$ cat config.mk
export PLATFORM = sky130hd
export DESIGN_NAME = ssf_top
export DESIGN_NICKNAME = d
export VERILOG_FILES = /design/src/ssf_pkg.sv /design/src/ssf_regif.sv /design/src/ssf_regstore.sv /design/src/ssf_top.sv
export VERILOG_INCLUDE_DIRS = /design/src
export SDC_FILE = /design/constraint.sdc
export NUM_CORES = 1
export LEC_CHECK = 0
export BUFFER_PORTS_ARGS = -buffer_cell sky130_fd_sc_hd__buf_2
export CORE_MARGIN = 3
export CORE_UTILIZATION = 35
export DETAILED_ROUTE_END_ITERATION = 8
export PLACE_DENSITY = 0.57
export SLEW_MARGIN = 20
export SYNTH_ARGS = -nofsm -noshare
export SYNTH_HDL_FRONTEND = slang
export SYNTH_HIERARCHICAL = 1
export SYNTH_SLANG_ARGS = --single-unit
$ cat constraint.sdc
create_clock -name CLK_SYS -period 9.17 [get_ports CLK_SYS]
set_clock_uncertainty 0.05 [all_clocks]
set_input_delay 1.3755 -clock CLK_SYS [delete_from_list [all_inputs] [get_ports CLK_SYS]]
set_output_delay 1.3755 -clock CLK_SYS [all_outputs]
set_load 0.05 [all_outputs]
$ cat src/ssf_defs.svh
// Constants for the sensor SPI slave frame handler.
// Assumes inclusion by ssf_pkg and the design modules of this block.
`ifndef SSF_DEFS_SVH
`define SSF_DEFS_SVH
`define SSF_LEN_STD 6'd16
`define SSF_LEN_LONG 6'd17
`define SSF_LEN_CRC 6'd20
`define SSF_LEN_SHARED 6'd21
`define SSF_CRC_PRESET 4'h0
`define SSF_CRC_SEED 4'hF
`define SSF_RW_BIT 14
`define SSF_ADDR_HI 13
`define SSF_ADDR_LO 8
`define SSF_NUM_BYTES 64
`endif

$ cat src/ssf_pkg.sv
// Types for the sensor SPI slave frame handler.
// Assumes the constants header is available on the include path.
`include "ssf_defs.svh"
package ssf_pkg;
  typedef enum logic [1:0] {SSF_IDLE, SSF_FRAME} ssf_phase_t;
  typedef struct packed {
    logic [1:0] sclk_sync;
    logic [1:0] csn_sync;
    logic [1:0] mosi_sync;
    logic sclk_d;
    logic csn_d;
    ssf_phase_t phase;
    logic [5:0] bit_cnt;
    logic [20:0] rx_sh;
    logic [19:0] tx_sh;
    logic rd_pend;
    logic [5:0] rd_addr;
    logic miso;
    logic ier;
    logic crc_err;
  } ssf_state_t;
endpackage

$ cat src/ssf_regif.sv
// Interface carrying byte register accesses between frame logic and store.
// Assumes one clock domain shared by both ends.
`timescale 1ns/1ns
interface ssf_regif;
  logic wr_en;
  logic [5:0] wr_addr;
  logic [7:0] wr_data;
  logic [5:0] rd_addr;
  logic [15:0] rd_data;
  modport master (output wr_en, output wr_addr, output wr_data, output rd_addr,
    input rd_data);
  modport store (input wr_en, input wr_addr, input wr_data, input rd_addr,
    output rd_data);
endinterface

$ cat src/ssf_regstore.sv
// Byte-wide register store behind the serial frame handler.
// Assumes writes and reads come from logic on the same clock.
`timescale 1ns/1ns
`include "ssf_defs.svh"
module ssf_regstore
  import ssf_pkg::*;
#(
  parameter int NUM_BYTES = `SSF_NUM_BYTES
) (
  input wire logic clk, // System clock.
  input wire logic rst, // Synchronous reset, active high.
  ssf_regif.store bus // Byte access port.
);
  logic [7:0] mem_r [NUM_BYTES];
  logic [15:0] rd_r;
  logic [5:0] pair_addr;
  assign pair_addr = {bus.rd_addr[5:1], 1'b1};
  assign bus.rd_data = rd_r;
  // Address zero is hardwired to zero and ignores writes.
  always_ff @(posedge clk) begin
    if (rst) begin
      for (int i = 0; i < NUM_BYTES; i++) begin
        mem_r[i] <= 8'h00;
      end
      rd_r <= 16'h0000;
    end else begin
      if (bus.wr_en && bus.wr_addr != 6'd0) begin
        mem_r[bus.wr_addr] <= bus.wr_data;
      end
      if (bus.rd_addr[0]) begin
        rd_r <= {8'h00, mem_r[bus.rd_addr]};
      end else if (bus.rd_addr == 6'd0) begin
        rd_r <= 16'h0000;
      end else begin
        rd_r <= {mem_r[bus.rd_addr], mem_r[pair_addr]};
      end
    end
  end
endmodule

$ cat src/ssf_top.sv
// SPI mode 3 slave frame handler with pipelined reads and 4-bit CRC.
// Assumes SPI pins are asynchronous and sampled on CLK_SYS; SCLK well below CLK_SYS/4.
// Assumes the enables and clears come from logic on CLK_SYS and need no synchroniser.
`timescale 1ns/1ns
`include "ssf_defs.svh"
module ssf_top
  import ssf_pkg::*;
(
  input wire logic CLK_SYS, // System clock, 50 MHz.
  input wire logic RST, // Synchronous reset, active high.
  input wire logic SCLK, // Serial clock from host.
  input wire logic CS_N, // Chip select, active low.
  input wire logic MOSI, // Serial data from host.
  output logic MISO, // Serial data to host.
  output logic MISO_OE, // High during the frame phase, which follows chip select through the synchroniser.
  input wire logic LONG_FRAME_ENABLE, // Allows 17-bit frames.
  input wire logic INBOUND_CRC_CHECK_ENABLE, // Checks host CRC.
  input wire logic IER_CLEAR, // Clears the interface error flag.
  input wire logic CRC_ERR_CLEAR, // Clears the CRC error flag.
  output logic IER_FLAG, // Interface error warning.
  output logic CRC_ERR_FLAG // Inbound CRC error warning.
);
  ssf_state_t s_r, s_nxt;
  ssf_regif rif();
  logic wr_en_nxt;
  logic [5:0] wr_addr_nxt;
  logic [7:0] wr_data_nxt;
  logic wr_en_r;
  logic [5:0] wr_addr_r;
  logic [7:0] wr_data_r;
  logic [5:0] fetch_addr_r;

  ////////////////////////////////////////////////////////////////////////////
  // The store registers its read data, so a fetch address needs one cycle.
  // Its address zero always reads as zero and ignores writes.
  ssf_regstore #(.NUM_BYTES(`SSF_NUM_BYTES)) u_store (
    .clk(CLK_SYS),
    .rst(RST),
    .bus(rif)
  );

  ////////////////////////////////////////////////////////////////////////////
  // Outputs are taken from registered state.
  // MISO_OE follows the frame phase, not the raw select pin.
  assign rif.wr_en = wr_en_r;
  assign rif.wr_addr = wr_addr_r;
  assign rif.wr_data = wr_data_r;
  assign rif.rd_addr = fetch_addr_r;
  assign MISO = s_r.miso;
  assign MISO_OE = (s_r.phase == SSF_FRAME);
  assign IER_FLAG = s_r.ier;
  assign CRC_ERR_FLAG = s_r.crc_err;

  ////////////////////////////////////////////////////////////////////////////
  // CRC of a 16-bit word, fed MSB first from an all-ones preset.
  function automatic logic [3:0] crc16(input logic [15:0] d);
    logic [3:0] c;
    logic inv;
    c = `SSF_CRC_SEED;
    inv = 1'b0;
    for (int i = 15; i >= 0; i--) begin
      inv = d[i] ^ c[3];
      c = {c[2], c[1], c[0] ^ inv, inv};
    end
    return c;
  endfunction

  // Byte address field of a command word, shared by writes and reads.
  function automatic logic [5:0] cmd_addr(input logic [15:0] w);
    return w[`SSF_ADDR_HI:`SSF_ADDR_LO];
  endfunction

  ////////////////////////////////////////////////////////////////////////////
  // Frame decoding: pin edges, bit shifting and the end-of-frame verdict.
  logic rise, fall, start, stop;
  logic [5:0] n;
  logic [15:0] word;
  logic [15:0] tx_word;
  logic [4:0] tx_idx;
  logic [3:0] rx_crc;
  logic len_ok, too_long, exec, crc_bad;

  always_comb begin
    s_nxt = s_r;
    wr_en_nxt = 1'b0;
    wr_addr_nxt = wr_addr_r;
    wr_data_nxt = wr_data_r;
    word = 16'h0000;
    rx_crc = 4'h0;
    len_ok = 1'b0;
    too_long = 1'b0;
    exec = 1'b0;
    crc_bad = 1'b0;
    n = s_r.bit_cnt;
    // An idle response still carries a correct CRC, of the zero word.
    tx_word = s_r.rd_pend ? rif.rd_data : 16'h0000;
    // Index of the response bit that the next falling edge launches.
    tx_idx = 5'd19 - s_r.bit_cnt[4:0];
    // Pins pass two flops; edges are found between the second flop and its copy.
    s_nxt.sclk_sync = {s_r.sclk_sync[0], SCLK};
    s_nxt.csn_sync = {s_r.csn_sync[0], CS_N};
    s_nxt.mosi_sync = {s_r.mosi_sync[0], MOSI};
    s_nxt.sclk_d = s_r.sclk_sync[1];
    s_nxt.csn_d = s_r.csn_sync[1];
    rise = s_r.sclk_sync[1] && !s_r.sclk_d;
    fall = !s_r.sclk_sync[1] && s_r.sclk_d;
    start = !s_r.csn_sync[1] && s_r.csn_d;
    stop = s_r.csn_sync[1] && !s_r.csn_d;
    // Clears come first so that a flag set in the same cycle wins.
    if (IER_CLEAR) begin
      s_nxt.ier = 1'b0;
    end
    if (CRC_ERR_CLEAR) begin
      s_nxt.crc_err = 1'b0;
    end
    unique case (s_r.phase)
      SSF_IDLE: begin
        if (start) begin
          s_nxt.phase = SSF_FRAME;
          s_nxt.bit_cnt = 6'd0;
          s_nxt.rx_sh = 21'h0;
          // Last read result plus its CRC is loaded; bit 19 drives first.
          s_nxt.tx_sh = {tx_word, crc16(tx_word)};
          s_nxt.miso = s_nxt.tx_sh[19];
        end
      end
      SSF_FRAME: begin
        // The count stops at its top so that a runaway frame still reads as long.
        if (rise && s_r.bit_cnt != 6'h3F) begin
          s_nxt.rx_sh = {s_r.rx_sh[19:0], s_r.mosi_sync[1]};
          s_nxt.bit_cnt = s_r.bit_cnt + 6'd1;
        end
        if (fall && s_r.bit_cnt != 6'd0) begin
          // After 20 shifts the top CRC bit is repeated for a 21st edge.
          if (s_r.bit_cnt == `SSF_LEN_CRC) begin
            s_nxt.miso = s_r.tx_sh[3];
          end else if (s_r.bit_cnt < `SSF_LEN_CRC) begin
            s_nxt.miso = s_r.tx_sh[tx_idx];
          end
        end
        if (stop) begin
          s_nxt.phase = SSF_IDLE;
          s_nxt.miso = 1'b0;
          // Frame length decides the word position and the error outcome.
          unique case (n)
            `SSF_LEN_STD: begin
              word = s_r.rx_sh[15:0];
              len_ok = 1'b1;
            end
            `SSF_LEN_LONG: begin
              word = s_r.rx_sh[16:1];
              len_ok = LONG_FRAME_ENABLE;
              too_long = !LONG_FRAME_ENABLE;
            end
            `SSF_LEN_CRC: begin
              word = s_r.rx_sh[19:4];
              rx_crc = s_r.rx_sh[3:0];
              len_ok = 1'b1;
            end
            `SSF_LEN_SHARED: begin
              // The extra zero trails the CRC, so the content sits one bit higher.
              word = s_r.rx_sh[20:5];
              rx_crc = s_r.rx_sh[4:1];
              len_ok = 1'b1;
            end
            default: begin
              // Short frames are dropped quietly; other long lengths are errors.
              too_long = (n > `SSF_LEN_STD);
            end
          endcase
          if (too_long) begin
            s_nxt.ier = 1'b1;
          end
          exec = len_ok;
          // Only 20 and 21-bit frames carry a CRC from the host.
          crc_bad = (n >= `SSF_LEN_CRC) && (rx_crc != crc16(word));
          if (len_ok && crc_bad && INBOUND_CRC_CHECK_ENABLE) begin
            exec = 1'b0;
            s_nxt.crc_err = 1'b1;
          end
          if (exec) begin
            s_nxt.rd_pend = !word[`SSF_RW_BIT];
            // A write reaches the store through one more register stage.
            if (word[`SSF_RW_BIT]) begin
              wr_en_nxt = 1'b1;
              wr_addr_nxt = cmd_addr(word);
              wr_data_nxt = word[7:0];
            end else begin
              s_nxt.rd_addr = cmd_addr(word);
            end
          end else begin
            // A dropped frame also cancels any read that was pending.
            s_nxt.rd_pend = 1'b0;
          end
        end
      end
      default: begin
        s_nxt.phase = SSF_IDLE;
      end
    endcase
  end

  ////////////////////////////////////////////////////////////////////////////
  // The fetch address follows the next state so read data settle a cycle early.
  always_ff @(posedge CLK_SYS) begin
    if (RST) begin
      // Both pin copies reset to idle high, so no false edge follows reset.
      s_r <= '{sclk_sync: 2'b11, csn_sync: 2'b11, mosi_sync: 2'b00, sclk_d: 1'b1,
               csn_d: 1'b1, phase: SSF_IDLE, bit_cnt: 6'd0, rx_sh: 21'h0,
               tx_sh: 20'h0, rd_pend: 1'b0, rd_addr: 6'd0, miso: 1'b0,
               ier: 1'b0, crc_err: 1'b0};
      wr_en_r <= 1'b0;
      wr_addr_r <= 6'd0;
      wr_data_r <= 8'h00;
      fetch_addr_r <= 6'd0;
    end else begin
      s_r <= s_nxt;
      wr_en_r <= wr_en_nxt;
      wr_addr_r <= wr_addr_nxt;
      wr_data_r <= wr_data_nxt;
      fetch_addr_r <= s_nxt.rd_addr;
    end
  end
endmodule

==> run summary <==
The count of max-cap constraint violations is 0. After routing, the total negative slack on setup checks comes to 0 ps. Buffers inserted during clock tree synthesis total 66. The fraction of synthesis flops using an asynchronous set or reset pin was 0; the number of unique standard cell types used by synthesis was 77.

The top cell types in the final layout, fill and taps aside, are sky130_fd_sc_hd__edfxtp_1, sky130_fd_sc_hd__and2_1, sky130_fd_sc_hd__mux2i_1. The pre-antenna-repair detailed-routing pass consisted of 6 iterations. Most common library cell in the layout ignoring fill and taps: sky130_fd_sc_hd__edfxtp_1.

TritonCTS built the clock tree. The run gives 11500 sq um as the area occupied by multi-input gates. The post-detailed-placement half-perimeter wirelength was 51900 microns. The synthesized area per cell is 12.7 sq um, and the clock net sink count is 609. The initialized floorplan defines 106 standard-cell rows. The internal power contribution was 0.00463 W; the number of register bits inferred by synthesis was 609. The initial cell density of the core was 0.354; the global routing usage summed across all routing layers was 0.183.

The final route contains 18700 vias. Across all register-to-register paths, the minimum setup slack is 4430 ps. The run gives 29700 sq um as the synthesized cell area. During synthesis, Yosys emitted a total of 6 warnings. The post-route fraction of the period consumed by the critical path was 0.517; the leakage power of the design was 10.6 nW.

The run gives 0.434 as the clock network fraction of design power. The tools report the tightest slew margin relative to the limit as 0.271. From bottom edge to top edge, the die measures 297 microns.

For the worst setup slack before clock tree synthesis, the log shows 4440 ps. The tools report the combinational share of power as 0.030. The overall overflow remaining after global route came out at 0.

Counting I/O delays and the setup requirement, the final critical path takes 4740 ps. The DRC violation total after the first TritonRoute iteration was 1841; the measured slew at the worst slew-check pin was 1080 ps. Counting flops with a built-in enable in the synthesized netlist gives 512.

The first global-routing pass estimated 122000 microns of wire. The run finished with clean final reports. The setup fix buffers added after clock tree synthesis is 0, and the pin count of the biggest net entering global routing is 130.

The logs give 88400 sq um for the die area and 0 for the DRC violation count after routing. The worst setup path is launched from a flip-flop. The run gives 0 as the count of endpoints failing hold in the final timing report. Primary flip-flop cell chosen by synthesis mapping: sky130_fd_sc_hd__edfxtp_1.

The run gives 0.000116 V as the worst voltage drop across the vdd grid. The tools report the root buffer selected by CTS as sky130_fd_sc_hd__clkbuf_16. The reported net switching power is 0.00126 W, and the share of final-layout standard cells stronger than drive strength 1 is 0.113. Data on the critical path is required at its endpoint by 9610 ps.

The tools report the top achievable clock speed as 211 MHz. The tools report the number of fillers in the final layout as 8011. The H-tree depth is 3. In the routed layout, each cell is associated on average with a via count of 5.42. Setup repair after global routing left no endpoint under its margin. The congestion estimate from routability-driven global placement came to 0.912.

Across all setup checks in the final design, the least slack found is 4430 ps. Clock-pin slew was measured on the worst setup and hold paths at 60 ps. The initial antenna violation count came out at 1.

Setup violations remaining at the end of the flow were counted as 0. From synthesis to final layout, the design area changed by 9.56%. In this run the remaining antenna-violating nets after routing total 0. The run gives 364 ps as the tightest hold margin.

The number of cells produced by synthesis was 2332. The tools report the share of synthesized area occupied by flip-flops and latches as 0.583. For this block, the routed nets add up to 82300 microns of wire. The number of global-route vias before repair was 18300; the horizontal die dimension was 297 microns.

The run gives 3 as the number of buffers between clock root and the deepest sink. The element type at the critical path end was a flip-flop. At the worst endpoint, the arrival time is 5180 ps. For the worst-skew pair, the clock arrives at the later sink with an insertion delay of 610 ps. The switching fraction of total power is 0.213, and the number of buffer cells added on primary ports is 12. The worst-path maximum fanout is 15.

The number of hold buffers added after CTS was 0. The net count of the finished layout is 2270. The number of gates resized after CTS was 0. Dividing the detail-routed wire length by the instance count gives 23.9 microns. The run gives 0.536 as the share of power burned in registers. The run gives 0 as the final-report max-slew violation count. The kind of critical path was reg -> reg. The areal power density over the cells was 181 nW/um^2. Kind of path behind the tightest hold check: reg -> reg. For the boundary pin count, the log shows 13. For the sequential cell area, the log shows 17400 sq um. The placeable core area came out at 83800 sq um.
[metal layers]
layer / global-route usage / wire [microns] / vias to the layer above
li1: - / - / 8343
met1: 0.247 / 35500 / 9492
met2: 0.301 / 39200 / 679
met3: 0.0319 / 5140 / 153
met4: 0.0552 / 2450 / 0
met5: 0 / 0 / -
[state kept, by name (all words and copies together), names as in the netlist]
signal and flops:
fetch_addr_r 6, n 6, s_nxt 5, rif.wr_data 8, MISO 1, CRC_ERR_FLAG 1, u_store/mem_r 512, s_r 46
rif.wr_en 1, u_store/bus.rd_data 16, IER_FLAG 1, rif.wr_addr 6
[power by group through the flow]
stage,clock network [W],logic (W),registers [W]
after global placement,0,0.000167,0.00321
final,0.00256,0.000175,0.00316
after CTS,0.00261,0.000172,0.00316
after detailed placement,0,0.000172,0.00322
after floorplan,0,0.000117,0.00319
after global routing,0.00273,0.000186,0.00316
[worst paths after layout]
check | startpoint | endpoint | cells after the start
worst max register to register | n[2] | rif.wr_data[7] | 12
worst min register to register | s_nxt[64] | s_nxt[59] | 1
worst min-delay path | s_nxt[64] | s_nxt[59] | 1
worst max-delay path | n[2] | rif.wr_data[7] | 12
[cell families after synthesis]
| family | after synthesis | synth area share |
|---|---|---|
| multiplexers | 268 | 0.131 |
| flip-flops | 609 | 0.583 |
| XOR/XNOR | 55 | 0.0179 |
| buffers and inverters | 189 | 0.0311 |
| AO/OA/AOI/OAI | 275 | 0.0586 |
| AND/OR/NAND/NOR | 929 | 0.176 |
| other | 1 | 0.000126 |
| adder cells (fa/ha/maj) | 6 | 0.00253 |
[Yosys cell counts (29+ instances only)]
| master | number | area share |
|---|---|---|
| sky130_fd_sc_hd__mux2i_1 | 152 | 0.051 |
| sky130_fd_sc_hd__o21ai_0 | 72 | 0.012 |
| sky130_fd_sc_hd__edfxtp_1 | 512 | 0.52 |
| sky130_fd_sc_hd__o22ai_1 | 39 | 0.0082 |
| sky130_fd_sc_hd__nand2b_1 | 39 | 0.0082 |
| sky130_fd_sc_hd__a21oi_1 | 62 | 0.010 |
| sky130_fd_sc_hd__clkbuf_1 | 115 | 0.015 |
| sky130_fd_sc_hd__xnor2_1 | 34 | 0.010 |
| sky130_fd_sc_hd__nand3_1 | 64 | 0.011 |
| sky130_fd_sc_hd__dfxtp_1 | 97 | 0.065 |
| sky130_fd_sc_hd__nand2_1 | 114 | 0.014 |
| sky130_fd_sc_hd__mux4_2 | 88 | 0.067 |
| sky130_fd_sc_hd__and2_1 | 506 | 0.11 |
| sky130_fd_sc_hd__buf_2 | 29 | 0.0049 |
| sky130_fd_sc_hd__nor2_1 | 110 | 0.014 |
[critical path: stages (launching register included)]
cell                      delay [ps]
sky130_fd_sc_hd__dfxtp_1         370
sky130_fd_sc_hd__inv_1           190
sky130_fd_sc_hd__ha_1            520
sky130_fd_sc_hd__and4b_1         570
sky130_fd_sc_hd__a32oi_1         110
sky130_fd_sc_hd__nand2_1         220
sky130_fd_sc_hd__xor2_1          340
sky130_fd_sc_hd__xnor2_2         190
sky130_fd_sc_hd__xnor3_1         370
sky130_fd_sc_hd__or3_1           370
sky130_fd_sc_hd__a22oi_2         270
sky130_fd_sc_hd__o211a_1         670
sky130_fd_sc_hd__mux2_1          370
[area by class of cell]
| type | instances | share of cell area |
|---|---|---|
| Timing Repair Buffer | 25 | 0.00531 |
| Inverter | 12 | 0.00138 |
| Clock buffer | 89 | 0.0550 |
| Antenna cell | 1 | 0.0000769 |
| Multi-Input combinational cell | 1541 | 0.353 |
| Sequential cell | 609 | 0.533 |
| Tap cell | 1134 | 0.0436 |
| Clock inverter | 31 | 0.00815 |
[per-stage QoR]
step	area, sq um	power (W)	std cells	util
3_5_place_dp	30500	0.00339	3321	0.364
5_1_grt	32500	0.00608	3441	0.388
3_3_place_gp	30500	0.00338	3321	0.364
6_report	32500	0.00589	3442	0.388
2_1_floorplan	29700	0.00330	2339	-
4_1_cts	32500	0.00594	3441	0.388
Power figures use the tool's default switching activity.
